File: config.mk
export PLATFORM = sky130hd
export DESIGN_NAME = asr_ctrl
export DESIGN_NICKNAME = d
export VERILOG_FILES = /design/src/rtl/asr_ones_det.v /design/src/rtl/asr_ctrl.v
export VERILOG_INCLUDE_DIRS = /design/src /design/src/rtl
export SDC_FILE = /design/constraint.sdc
export NUM_CORES = 1
export LEC_CHECK = 0
export ABC_AREA = 0
export BUFFER_PORTS_ARGS = -buffer_cell sky130_fd_sc_hd__buf_4
export CAP_MARGIN = 20
export CORE_MARGIN = 2
export CORE_UTILIZATION = 41
export CTS_CLUSTER_DIAMETER = 120
export CTS_CLUSTER_SIZE = 30
export DETAILED_ROUTE_END_ITERATION = 16
export PLACE_DENSITY_LB_ADDON = 0.25
export REMOVE_ABC_BUFFERS = 1
export SETUP_SLACK_MARGIN = 0.1
export SLEW_MARGIN = 30
export SYNTH_ARGS = -nofsm -noshare
export SYNTH_HDL_FRONTEND = slang
export SYNTH_SLANG_ARGS = --single-unit
File: constraint.sdc
create_clock -name REF_CLK_I -period 2 [get_ports REF_CLK_I]
set_clock_uncertainty 0.05 [all_clocks]
set_input_delay 0.2 -clock REF_CLK_I [delete_from_list [all_inputs] [get_ports REF_CLK_I]]
set_output_delay 0.2 -clock REF_CLK_I [all_outputs]
set_load 0.02 [all_outputs]
File: src/rtl/asr_regs.vh
// Constants shared by the converter control block and its reset detector.
// Assumes inclusion by bare name from the rtl/ folder.
`ifndef ASR_REGS_VH
`define ASR_REGS_VH

// Serial reset detector: run length of ones on the data input
`define ASR_ONES_RUN        6'h28
`define ASR_ONES_LAST       6'h27
`define ASR_ONES_ZERO       6'h00

// Access hold-off after power-up or serial reset
`define ASR_WAIT_US         500
`define ASR_CLK_MHZ         100

// Settling, in filter output periods
`define ASR_SETTLE_SINC4    3'h4
`define ASR_SETTLE_SINC3    3'h3
`define ASR_SETTLE_FAST     3'h1
`define ASR_SETTLE_ZERO     3'h0
`define ASR_SETTLE_STEP     3'h1

// Result clamp when the reference is missing
`define ASR_ALL_ONES        24'hFFFFFF

// Configuration defaults
`define ASR_BURN_DEF        1'b0
`define ASR_REFERENCE_PAIR_SELECT_DEF      1'b0
`define ASR_REFCHK_DEF      1'b0
`define ASR_TEMP_DEF        1'b0
`define ASR_SINC4_DEF       1'b1
`define ASR_ZLAT_DEF        1'b0
`define ASR_CHOP_DEF        1'b0
`define ASR_SYNCCONV_DEF    1'b0
`define ASR_GPO_DEF         1'b0

// Calibration coefficient defaults
`define ASR_OFFSET_DEF      24'h800000
`define ASR_FULL_DEF        24'h500000
`define ASR_DATA_DEF        24'h000000

// Reset hold-off counter
`define ASR_WAIT_ZERO       16'h0000
`define ASR_WAIT_STEP       16'h0001

// Temperature sensor transfer, bipolar mode
`define ASR_TEMP_ZERO_K     24'h800000
`define ASR_TEMP_PER_DEGC   2815

`endif

File: src/rtl/asr_ones_det.v
// Serial-input reset detector: flags an unbroken run of ones.
// Assumes bit strobes synchronous to the clock, one per sampled data bit.
`timescale 1ns/1ps
`include "asr_regs.vh"

module asr_ones_det (
  input  wire       clk_i,
  input  wire       nrst_i,
  input  wire       en_i,
  input  wire       bit_valid_i,
  input  wire       bit_i,
  output reg        run_reset_o
);

  reg [5:0] count_q;

  always @(posedge clk_i or negedge nrst_i)
  begin
    if (!nrst_i)
    begin
      count_q     <= `ASR_ONES_ZERO;
      run_reset_o <= 1'b0;
    end
    else if (en_i)
    begin
      run_reset_o <= 1'b0;
      if (bit_valid_i)
      begin
        if (!bit_i)
          count_q <= `ASR_ONES_ZERO;
        else if (count_q == `ASR_ONES_LAST)
        begin
          count_q     <= `ASR_ONES_ZERO;
          run_reset_o <= 1'b1;
        end
        else
          count_q <= count_q + 6'h01;
      end
    end
  end

endmodule // asr_ones_det

File: src/rtl/asr_ctrl.v
// Control and supervision around a sigma-delta converter core: resets,
// sync and sync-triggered conversion, reference select and check, burnout
// and temperature sensor routing.
// Assumes all inputs synchronous to REF_CLK_I; the analog core supplies
// reference comparator levels, filter words and calibration results.
//
// What this block does
// - Both burnout generators follow one enable bit together.
// - Select bit 1 uses reference pair two and disables its GPO function.
// - Reference checking runs only while its enable bit is 1.
// - Missing-reference flag sets on reference below 0.3 V or open input.
// - Normal results are forced to all ones while reference is missing.
// - Missing reference during calibration blocks coefficient update and sets error.
// - Forty consecutive ones on data input fully reset the block.
// - Power-up performs the same full reset.
// - Sync falling edge resets filter and modulator, holding while low; setup kept.
// - After sync rises, release on next master clock falling edge.
// - Sync conversion mode: start on rise, settle fully, ready falls.
// - Sinc4 without zero latency or chop needs four output periods.
// - Temperature select bit 1 routes the sensor to the converter input.
// - Bipolar sensor code is 0x800000 at 0 K, about 2815 codes/degC.
// - Ready pin goes low when a new result is available.
`timescale 1ns/1ps
`include "asr_regs.vh"

module asr_ctrl #(
  parameter integer RESET_WAIT_CYC = `ASR_WAIT_US * `ASR_CLK_MHZ
) (
  input  wire        REF_CLK_I,
  input  wire        NRST_I,
  input  wire        CLK_EN_I,
  input  wire        SDI_VALID_I,
  input  wire        SDI_I,
  input  wire        SYNC_N_I,
  input  wire        MCLK_I,
  input  wire        CFG_WR_I,
  input  wire        CFG_BURNOUT_EN_I,
  input  wire        CFG_REFERENCE_PAIR_SELECT_I,
  input  wire        CFG_REFERENCE_CHECK_ENABLE_I,
  input  wire        CFG_TEMP_SENSOR_SELECT_I,
  input  wire        CFG_SINC4_I,
  input  wire        CFG_ZERO_LATENCY_I,
  input  wire        CFG_CHOP_I,
  input  wire        CFG_SYNC_CONVERT_I,
  input  wire        CFG_GPO_EN_I,
  input  wire        REF_ONE_LOW_I,
  input  wire        REF_ONE_OPEN_I,
  input  wire        REF_TWO_LOW_I,
  input  wire        REF_TWO_OPEN_I,
  input  wire        RAW_VALID_I,
  input  wire [23:0] RAW_DATA_I,
  input  wire        DATA_READ_I,
  input  wire        CAL_START_I,
  input  wire        CAL_FULL_SCALE_I,
  input  wire        CAL_DONE_I,
  input  wire [23:0] CAL_RESULT_I,
  output wire        BURN_SOURCE_EN_O,
  output wire        BURN_SINK_EN_O,
  output wire        REFERENCE_PAIR_SELECT_O,
  output wire        GPO_PINS_EN_O,
  output wire        TEMP_SENSOR_SELECT_O,
  output wire        MISSING_REFERENCE_FLAG_O,
  output wire        CAL_ERROR_O,
  output wire        FILTER_RST_O,
  output wire        RDY_N_O,
  output wire [23:0] DATA_O,
  output wire [23:0] OFFSET_COEF_O,
  output wire [23:0] FULL_COEF_O,
  output wire        RESET_BUSY_O
);

  localparam [1:0] ST_RUN    = 2'h0;
  localparam [1:0] ST_HOLD   = 2'h1;
  localparam [1:0] ST_ARM    = 2'h2;
  localparam [1:0] ST_SETTLE = 2'h3;

  localparam [31:0] WAIT_LAST = RESET_WAIT_CYC - 1;

  // Settling length in output periods for the chosen filter setup
  function [2:0] settle_len;
    input sinc4;
    input zlat;
    input chop;
    begin
      if (zlat || chop)
        settle_len = `ASR_SETTLE_FAST;
      else if (sinc4)
        settle_len = `ASR_SETTLE_SINC4;
      else
        settle_len = `ASR_SETTLE_SINC3;
    end
  endfunction

  wire        soft_rst;
  reg         burn_q;
  reg         reference_pair_select_q;
  reg         refchk_q;
  reg         temp_q;
  reg         sinc4_q;
  reg         zlat_q;
  reg         chop_q;
  reg         syncconv_q;
  reg         gpo_q;
  reg         missing_reference_flag_q;
  reg         err_q;
  reg         cal_act_q;
  reg         cal_full_q;
  reg         cal_bad_q;
  reg  [23:0] data_q;
  reg  [23:0] offset_q;
  reg  [23:0] full_q;
  reg         rdy_n_q;
  reg  [1:0]  st_q;
  reg  [2:0]  settle_q;
  reg         sync_prev_q;
  reg         mclk_prev_q;
  reg         filt_rst_q;
  reg  [15:0] wait_q;
  reg         busy_q;

  wire ref_low  = reference_pair_select_q ? REF_TWO_LOW_I  : REF_ONE_LOW_I;
  wire ref_open = reference_pair_select_q ? REF_TWO_OPEN_I : REF_ONE_OPEN_I;
  wire sync_fall = sync_prev_q && !SYNC_N_I;
  wire mclk_fall = mclk_prev_q && !MCLK_I;
  wire [2:0] settle_need = settle_len(sinc4_q, zlat_q, chop_q);
  wire settle_end = RAW_VALID_I && (settle_q == settle_need - `ASR_SETTLE_STEP);
  wire [23:0] result = missing_reference_flag_q ? `ASR_ALL_ONES : RAW_DATA_I;
  wire cal_blocked = cal_bad_q || missing_reference_flag_q;

  asr_ones_det u_ones_det (
    .clk_i       (REF_CLK_I),
    .nrst_i      (NRST_I),
    .en_i        (CLK_EN_I),
    .bit_valid_i (SDI_VALID_I),
    .bit_i       (SDI_I),
    .run_reset_o (soft_rst)
  );

  // Setup registers; only a full reset returns them to defaults
  always @(posedge REF_CLK_I or negedge NRST_I)
  begin
    if (!NRST_I)
    begin
      burn_q     <= `ASR_BURN_DEF;
      reference_pair_select_q   <= `ASR_REFERENCE_PAIR_SELECT_DEF;
      refchk_q   <= `ASR_REFCHK_DEF;
      temp_q     <= `ASR_TEMP_DEF;
      sinc4_q    <= `ASR_SINC4_DEF;
      zlat_q     <= `ASR_ZLAT_DEF;
      chop_q     <= `ASR_CHOP_DEF;
      syncconv_q <= `ASR_SYNCCONV_DEF;
      gpo_q      <= `ASR_GPO_DEF;
    end
    else if (CLK_EN_I)
    begin
      if (soft_rst)
      begin
        burn_q     <= `ASR_BURN_DEF;
        reference_pair_select_q   <= `ASR_REFERENCE_PAIR_SELECT_DEF;
        refchk_q   <= `ASR_REFCHK_DEF;
        temp_q     <= `ASR_TEMP_DEF;
        sinc4_q    <= `ASR_SINC4_DEF;
        zlat_q     <= `ASR_ZLAT_DEF;
        chop_q     <= `ASR_CHOP_DEF;
        syncconv_q <= `ASR_SYNCCONV_DEF;
        gpo_q      <= `ASR_GPO_DEF;
      end
      else if (CFG_WR_I)
      begin
        burn_q     <= CFG_BURNOUT_EN_I;
        reference_pair_select_q   <= CFG_REFERENCE_PAIR_SELECT_I;
        refchk_q   <= CFG_REFERENCE_CHECK_ENABLE_I;
        temp_q     <= CFG_TEMP_SENSOR_SELECT_I;
        sinc4_q    <= CFG_SINC4_I;
        zlat_q     <= CFG_ZERO_LATENCY_I;
        chop_q     <= CFG_CHOP_I;
        syncconv_q <= CFG_SYNC_CONVERT_I;
        gpo_q      <= CFG_GPO_EN_I;
      end
    end
  end

  // Reference check and calibration supervision
  always @(posedge REF_CLK_I or negedge NRST_I)
  begin
    if (!NRST_I)
    begin
      missing_reference_flag_q    <= 1'b0;
      err_q      <= 1'b0;
      cal_act_q  <= 1'b0;
      cal_full_q <= 1'b0;
      cal_bad_q  <= 1'b0;
      offset_q   <= `ASR_OFFSET_DEF;
      full_q     <= `ASR_FULL_DEF;
    end
    else if (CLK_EN_I)
    begin
      if (soft_rst)
      begin
        missing_reference_flag_q    <= 1'b0;
        err_q      <= 1'b0;
        cal_act_q  <= 1'b0;
        cal_full_q <= 1'b0;
        cal_bad_q  <= 1'b0;
        offset_q   <= `ASR_OFFSET_DEF;
        full_q     <= `ASR_FULL_DEF;
      end
      else
      begin
        // Live level, not sticky: follows the comparators while enabled
        missing_reference_flag_q <= refchk_q && (ref_low || ref_open);
        if (CAL_START_I)
        begin
          cal_act_q  <= 1'b1;
          cal_full_q <= CAL_FULL_SCALE_I;
          cal_bad_q  <= 1'b0;
        end
        else if (cal_act_q && CAL_DONE_I)
        begin
          cal_act_q <= 1'b0;
          cal_bad_q <= 1'b0;
          if (!cal_blocked && cal_full_q)
            full_q <= CAL_RESULT_I;
          else if (!cal_blocked)
            offset_q <= CAL_RESULT_I;
        end
        else if (cal_act_q && missing_reference_flag_q)
          cal_bad_q <= 1'b1;
        // A failed calibration's set wins over the clear at a new start
        if (cal_act_q && CAL_DONE_I && cal_blocked)
          err_q <= 1'b1;
        else if (CAL_START_I)
          err_q <= 1'b0;
      end
    end
  end

  // Sync handling, filter reset and result delivery
  always @(posedge REF_CLK_I or negedge NRST_I)
  begin
    if (!NRST_I)
    begin
      st_q        <= ST_RUN;
      settle_q    <= `ASR_SETTLE_ZERO;
      sync_prev_q <= 1'b1;
      mclk_prev_q <= 1'b0;
      filt_rst_q  <= 1'b1;
      rdy_n_q     <= 1'b1;
      data_q      <= `ASR_DATA_DEF;
    end
    else if (CLK_EN_I)
    begin
      sync_prev_q <= SYNC_N_I;
      mclk_prev_q <= MCLK_I;
      if (soft_rst)
      begin
        st_q       <= ST_RUN;
        settle_q   <= `ASR_SETTLE_ZERO;
        filt_rst_q <= 1'b1;
        rdy_n_q    <= 1'b1;
        data_q     <= `ASR_DATA_DEF;
      end
      else
      begin
        filt_rst_q <= 1'b0;
        case (st_q)
          ST_RUN:
          begin
            if (sync_fall)
            begin
              st_q       <= ST_HOLD;
              filt_rst_q <= 1'b1;
              rdy_n_q    <= 1'b1;
            end
            else if (RAW_VALID_I && !syncconv_q)
            begin
              data_q  <= result;
              rdy_n_q <= 1'b0;
            end
            else if (DATA_READ_I)
              rdy_n_q <= 1'b1;
          end
          ST_HOLD:
          begin
            filt_rst_q <= 1'b1;
            if (SYNC_N_I)
              st_q <= ST_ARM;
          end
          ST_ARM:
          begin
            // Still in reset until the master clock falls
            if (!SYNC_N_I)
            begin
              st_q       <= ST_HOLD;
              filt_rst_q <= 1'b1;
            end
            else if (mclk_fall)
            begin
              settle_q <= `ASR_SETTLE_ZERO;
              st_q     <= syncconv_q ? ST_SETTLE : ST_RUN;
            end
            else
              filt_rst_q <= 1'b1;
          end
          ST_SETTLE:
          begin
            if (sync_fall)
            begin
              st_q       <= ST_HOLD;
              filt_rst_q <= 1'b1;
              rdy_n_q    <= 1'b1;
            end
            else if (settle_end)
            begin
              data_q  <= result;
              rdy_n_q <= 1'b0;
              st_q    <= ST_RUN;
            end
            else
            begin
              if (RAW_VALID_I)
                settle_q <= settle_q + `ASR_SETTLE_STEP;
              if (DATA_READ_I)
                rdy_n_q <= 1'b1;
            end
          end
          default:
            st_q <= ST_RUN;
        endcase
      end
    end
  end

  // Access hold-off after power-up or serial reset
  always @(posedge REF_CLK_I or negedge NRST_I)
  begin
    if (!NRST_I)
    begin
      wait_q <= `ASR_WAIT_ZERO;
      busy_q <= 1'b1;
    end
    else if (CLK_EN_I)
    begin
      if (soft_rst)
      begin
        wait_q <= `ASR_WAIT_ZERO;
        busy_q <= 1'b1;
      end
      else if (busy_q)
      begin
        if (wait_q == WAIT_LAST[15:0])
          busy_q <= 1'b0;
        else
          wait_q <= wait_q + `ASR_WAIT_STEP;
      end
    end
  end

  assign BURN_SOURCE_EN_O         = burn_q;
  assign BURN_SINK_EN_O           = burn_q;
  assign REFERENCE_PAIR_SELECT_O  = reference_pair_select_q;
  assign GPO_PINS_EN_O            = gpo_q && !reference_pair_select_q;
  // Sensor code scaling is analog; only the routing is decided here
  assign TEMP_SENSOR_SELECT_O     = temp_q;
  assign MISSING_REFERENCE_FLAG_O = missing_reference_flag_q;
  assign CAL_ERROR_O              = err_q;
  assign FILTER_RST_O             = filt_rst_q;
  assign RDY_N_O                  = rdy_n_q;
  assign DATA_O                   = data_q;
  assign OFFSET_COEF_O            = offset_q;
  assign FULL_COEF_O              = full_q;
  assign RESET_BUSY_O             = busy_q;

endmodule // asr_ctrl

* Word level (Yosys, flattened, before mapping) *
Cells that the tools add are included.

operators by class
  $add $sub $neg = 4
  eq/ne operators = 22
  multiplexer cells = 90
  reductions and logical operators = 43

operators with widths
  operator               number
  $mux 24                15
  $mux 1                 49
  $mux 16                3
  $pmux 24 s2            1
  $ne 3x2->1 const B     10
  $mux 3                 8
  $add 16x1->16 const B  1
  $eq 16x16->1 const B   1
  $mux 2                 8
  $reduce_and 2->1       7
  $mux 6                 2
  $reduce_bool 3->1      4
  $logic_and 1x1->1      10
  $reduce_and 5->1       2
  $reduce_bool 2->1      5
  $ne 2x1->1 const B     4
  $ne 4x3->1 const B     2
  $pmux 2 s4             1
  $reduce_and 7->1       1
  $add 6x1->6 const B    1
  $eq 6x6->1 const B     1
  $pmux 3 s2             1
  $reduce_and 6->1       1
  $logic_not 1->1        5
  other kinds (13)       16

storage, ports and cells
  register bits after elaboration = 119
  word-level logic and storage cells = 186

* Longest topological paths before layout *
  word-level depth = 9
  gate-level depth with buffers = 8

* Hierarchy *
From an unflattened synthesis, not the netlist that was laid out.

unflattened totals
  cell total of the unflattened synthesis = 543
  area total of the unflattened synthesis = 5,711.7 sq um

modules (own cells, without submodules)
  module        times used  cells each  area each (sq um)
  asr_ctrl      1           505         5,330.1
  asr_ones_det  1           38          381.6

* Worst setup path before layout *
OpenSTA, ideal clock, no wires.

  path type = reg2reg
  start = register sinc4_q
  end = register data_q[10], in the netlist DATA_O[10]
  library setup time = 0.126 ns
  arrival = 1.817 ns
  data required time = 1.824 ns
  path slack = 0.007 ns
  cell stages (with the launch flop) = 7
  period minus slack after synthesis = 1.993 ns
  cells stage by stage = dfstp_2 > nor3b_2 > xnor2_1 > a31oi_1 > nor3_1 > buf_6 > o22ai_2

between the ends
  cells in the longest elaborated chain, start to end = 7

ends and longest elaborated chain
  what                        RTL line        text
  start, declared             asr_ctrl.v:99   reg sinc4_q;
  start signal, assigned      asr_ctrl.v:148  sinc4_q <= `ASR_SINC4_DEF;
  start signal, assigned      asr_ctrl.v:162  sinc4_q <= `ASR_SINC4_DEF;
  $mux 3                      asr_ctrl.v:87   else if (sinc4)
  $mux 3                      asr_ctrl.v:85   if (zlat || chop)
  $sub 3x1->3 (no line)       --
  $eq 3x3->1 (no line)        --
  $logic_and 1x1->1           asr_ctrl.v:126  wire settle_end = RAW_VALID_I && (settle_q == settle_need - `ASR_SETTLE_STEP);
  $ne 3x2->1 (no line)        --
  $reduce_and 6->1 (no line)  --
  end signal, assigned        asr_ctrl.v:249  data_q <= `ASR_DATA_DEF;
  end signal, assigned        asr_ctrl.v:261  data_q <= `ASR_DATA_DEF;
  end signal, assigned        asr_ctrl.v:277  data_q <= result;
  end, declared               asr_ctrl.v:109  reg [23:0] data_q;

Every way passes these cells.
A chain may end at the register's enable or synchronous reset.

* Worst setup path after layout *
  start = register sinc4_q
  end = register data_q[2], in the netlist DATA_O[2]

Same word-level chain as after synthesis.

==> results.cfg <==
[placed_design]
placement.setup.worst_slack_ns = -0.0535
numPlacedInstances = 877
placement.cell_area_mm2 = 0.00733
dp_hpwl_um = 10100
routabilityCongestion = 0.856
placement.io_buffers = 155

[route]
routed_wire_length_per_instance_um = 16.5
vias_per_cell = 5.24
finalWirelength_um = 15500
detail_route.iter0.violations = 260
drc = 0
ant_nets = 0
detailroute.via_count = 4935
detailedRoute.firstPassIterationCount = 4

[global_route]
pin_count_of_the_biggest_net_entering_global_routing = 60
wire_length_of_the_first_global_routing_pass_um = 24100
grt_overflow_total = 0
first_global_vias = 4893
antenna_violations_before_repair = 0
global_route.usage.total = 0.206

[floorplan]
fp.dieArea_mm2 = 0.0151
die_height_um = 123
initial_core_util = 0.418
die_x_um = 123
placeableCoreArea_mm2 = 0.0139
io_pins = 156
number_of_standard_cell_rows_in_the_floorplan = 43

[critical_path]
critical_path_class = reg2reg
critical_path.reg2reg.endpoint = DATA_O[2]
timing.critical_path.cells = nor3b_4, xnor2_2, a31oi_2, or4_4, buf_12, o22ai_1
required_ns = 2.28
worst_setup_path_startpoint = sinc4_q
setup.worst_path.start_class = register
critPathMaxStageDelay_ns = 0.53
critPathMaxFanout = 6
endpoint_kind = register
critPathSlowestCell = sky130_fd_sc_hd__dfstp_2
crit_arrival_ns = 2.27
setup_slack_on_the_worst_flop_to_flop_path_ns = 0.01
critical_path.n_buffers_inverters = 1
worstRegToRegCells = 6
ff_to_ff_start = sinc4_q
cp_top_family = simple AND/OR/NAND/NOR gates

[sta]
fin_setup_tns_ns = 0
maxSlewHeadroom = 0.731
timing_worst_slew_pin_value_ns = 0.403
fmax_ghz = 0.503
worst_hold_slack_across_all_endpoints_ns = 0.0189
unrepaired_setup_endpoints_after_global_routing = yes
timing_hold_violations_final = 0
setup_ws_ns = 0.0121
slew_viol_final = 0
timing.final.crit_period_ns = 1.99
share_of_the_cycle_needed_by_the_critical_path_after_routing = 0.994
finalSetupViolations = 0

[pwr]
pwr-share-comb = 0.394
cellLeakagePower_nw = 3.99
net_switching_share_of_the_total_power = 0.332
netSwitchingPower_mw = 4.11
finalPower_mw = 12.4
internal-power_mw = 8.27
clockPowerShare = 0.293
power_density_mw_per_mm2 = 1460
vdd.ir_drop.worst_v = 0.000888
p_seq_frac = 0.313

[cells_and_area]
final_cells = 942
ant_diodes = 0
syn2layout_area_growth_pct = 46.2
layout-drive-gt1-share = 0.411
final_core_utilization = 0.612
final_cell_area_mm2 = 0.00849
fin_nets = 832

[job]
drv_cap = 0

[yosys]
netlist_top_cells_area = sky130_fd_sc_hd__dfrtp_1 (48%), sky130_fd_sc_hd__mux2_2 (8.7%), sky130_fd_sc_hd__o22ai_2 (4.3%)
synth.yosys.seq_area_share = 0.514
synth_enable_flop_cells = 0
mappedNetlistArea_mm2 = 0.00581
area_share_of_the_largest_cell_type_after_synthesis = 0.478
yosysWarnings = 0
synthArstFlopShare = 1.00
post_synth.cell_area_avg_um2 = 10.7
postSynthCellCount = 544
main_flop_type_after_synthesis = sky130_fd_sc_hd__dfrtp_1
synthDominantAreaCellType = sky130_fd_sc_hd__dfrtp_1
most_numerous_cell_in_the_yosys_netlist = sky130_fd_sc_hd__dfrtp_1
post_synth_most_frequent_cells = sky130_fd_sc_hd__dfrtp_1 (111), sky130_fd_sc_hd__nor2_1 (57), sky130_fd_sc_hd__mux2_2 (45), sky130_fd_sc_hd__nand2_1 (44), sky130_fd_sc_hd__nor2b_1 (37)
ys_seq_elements = 119
synthDistinctLibCells = 52

[hold_path]
timing.hold.worst_endpoint = REFERENCE_PAIR_SELECT_O
hp-start = CFG_REFERENCE_PAIR_SELECT_I
min_path_cells = 3
holdCritPathClass = in2reg

[cts]
clock_latency_ns = 0.41
numClockSinks = 119
cts_made_buffers = 17
cts.reportedPaths.clkPinSlew_ns = 0.05
clockRootBuffer = sky130_fd_sc_hd__clkbuf_16
clockBufferDepth = 2
clock_tree_from_tritoncts = built
htree_levels = 4

[outcome]
outcome = completed
[per-layer routing]
| layer | vias up | global-route usage | wire, um |
|---|---|---|---|
| met3 | 22 | 0.0789 | 1360 |
| met5 | - | 0 | 0 |
| met1 | 2408 | 0.251 | 6680 |
| met4 | 0 | 0.0810 | 283 |
| met2 | 184 | 0.330 | 7220 |
| li1 | 2321 | - | - |
[worst min-delay path: stages]
cell and delay [ns]:
sky130_fd_sc_hd__buf_4 0.08, sky130_fd_sc_hd__a21oi_1 0.05, sky130_fd_sc_hd__o2bb2ai_1 0.12
[placed cells by master (no fill, tap or decap), types with 13 or more instances in the layout]
cell / n
sky130_fd_sc_hd__o2bb2ai_1: 13
sky130_fd_sc_hd__nor2_1: 57
sky130_fd_sc_hd__dfrtp_1: 109
sky130_fd_sc_hd__a21oi_1: 24
sky130_fd_sc_hd__buf_4: 181
sky130_fd_sc_hd__mux2_2: 45
sky130_fd_sc_hd__dlygate4sd3_1: 30
sky130_fd_sc_hd__nand3_1: 13
sky130_fd_sc_hd__o22ai_2: 22
sky130_fd_sc_hd__nor2b_1: 37
sky130_fd_sc_hd__nand2_1: 44
sky130_fd_sc_hd__clkbuf_16: 19
sky130_fd_sc_hd__xor2_1: 14
[layout make-up]
class	count	area, um^2
Clock buffer	24	522
Clock inverter	7	185
Fill cell	1143	5390
Inverter	14	52.6
Multi-Input combinational cell	379	2690
Sequential cell	119	2990
Tap cell	180	225
Timing Repair Buffer	219	1830
[worst max-delay path by stage]
stage	end	depth (start not counted)	slack (ns)
finish	DATA_O[2]	6	0.01
detailed placement	DATA_O[1]	6	-0.05
floorplan	DATA_O[0]	3	-2.00
global placement	DATA_O[23]	6	0.02
CTS	DATA_O[0]	7	0.02
global route	DATA_O[2]	7	-0.08
[what timing repair did]
action                     in CTS  in global routing
hold buffers                   30                  0
hold endpoints to repair      145                  0
buffers inserted                1                  0
cloned                          1                  2
gates resized for setup         5                 11
setup endpoints to repair      28                 37
pin swaps                       1                  3
[logic make-up (layout without fill, tap and decap cells)]
group / count (synthesis) / after routing / synth area share
AO/OA/AOI/OAI: 103 / 103 / 0.136
XOR/XNOR: 18 / 18 / 0.0271
adder cells (fa/ha/maj): 8 / 8 / 0.0172
buffers and inverters: 46 / 264 / 0.0375
flip-flops: 119 / 119 / 0.514
multiplexers: 46 / 46 / 0.0890
AND/OR/NAND/NOR: 204 / 204 / 0.178
[power groups by stage]
| stage | clock network [mW] | registers (mW) | logic, mW |
|---|---|---|---|
| after detailed placement | 0 | 3.87 | 4.54 |
| after global placement | 0 | 3.83 | 4.43 |
| after global routing | 3.80 | 3.97 | 5.20 |
| after floorplan | 0 | 4.75 | 1.63 |
| after CTS | 3.68 | 3.86 | 4.70 |
| final | 3.62 | 3.88 | 4.87 |
[flip-flops by register name (all words and copies together) (netlist names), 2 cells and up]
name,count
DATA_O,24
wait_q,16
OFFSET_COEF_O,24
settle_q,3
FULL_COEF_O,24
u_ones_det.count_q,6
st_q,2
No activity file was read; power rests on OpenSTA's default activity.
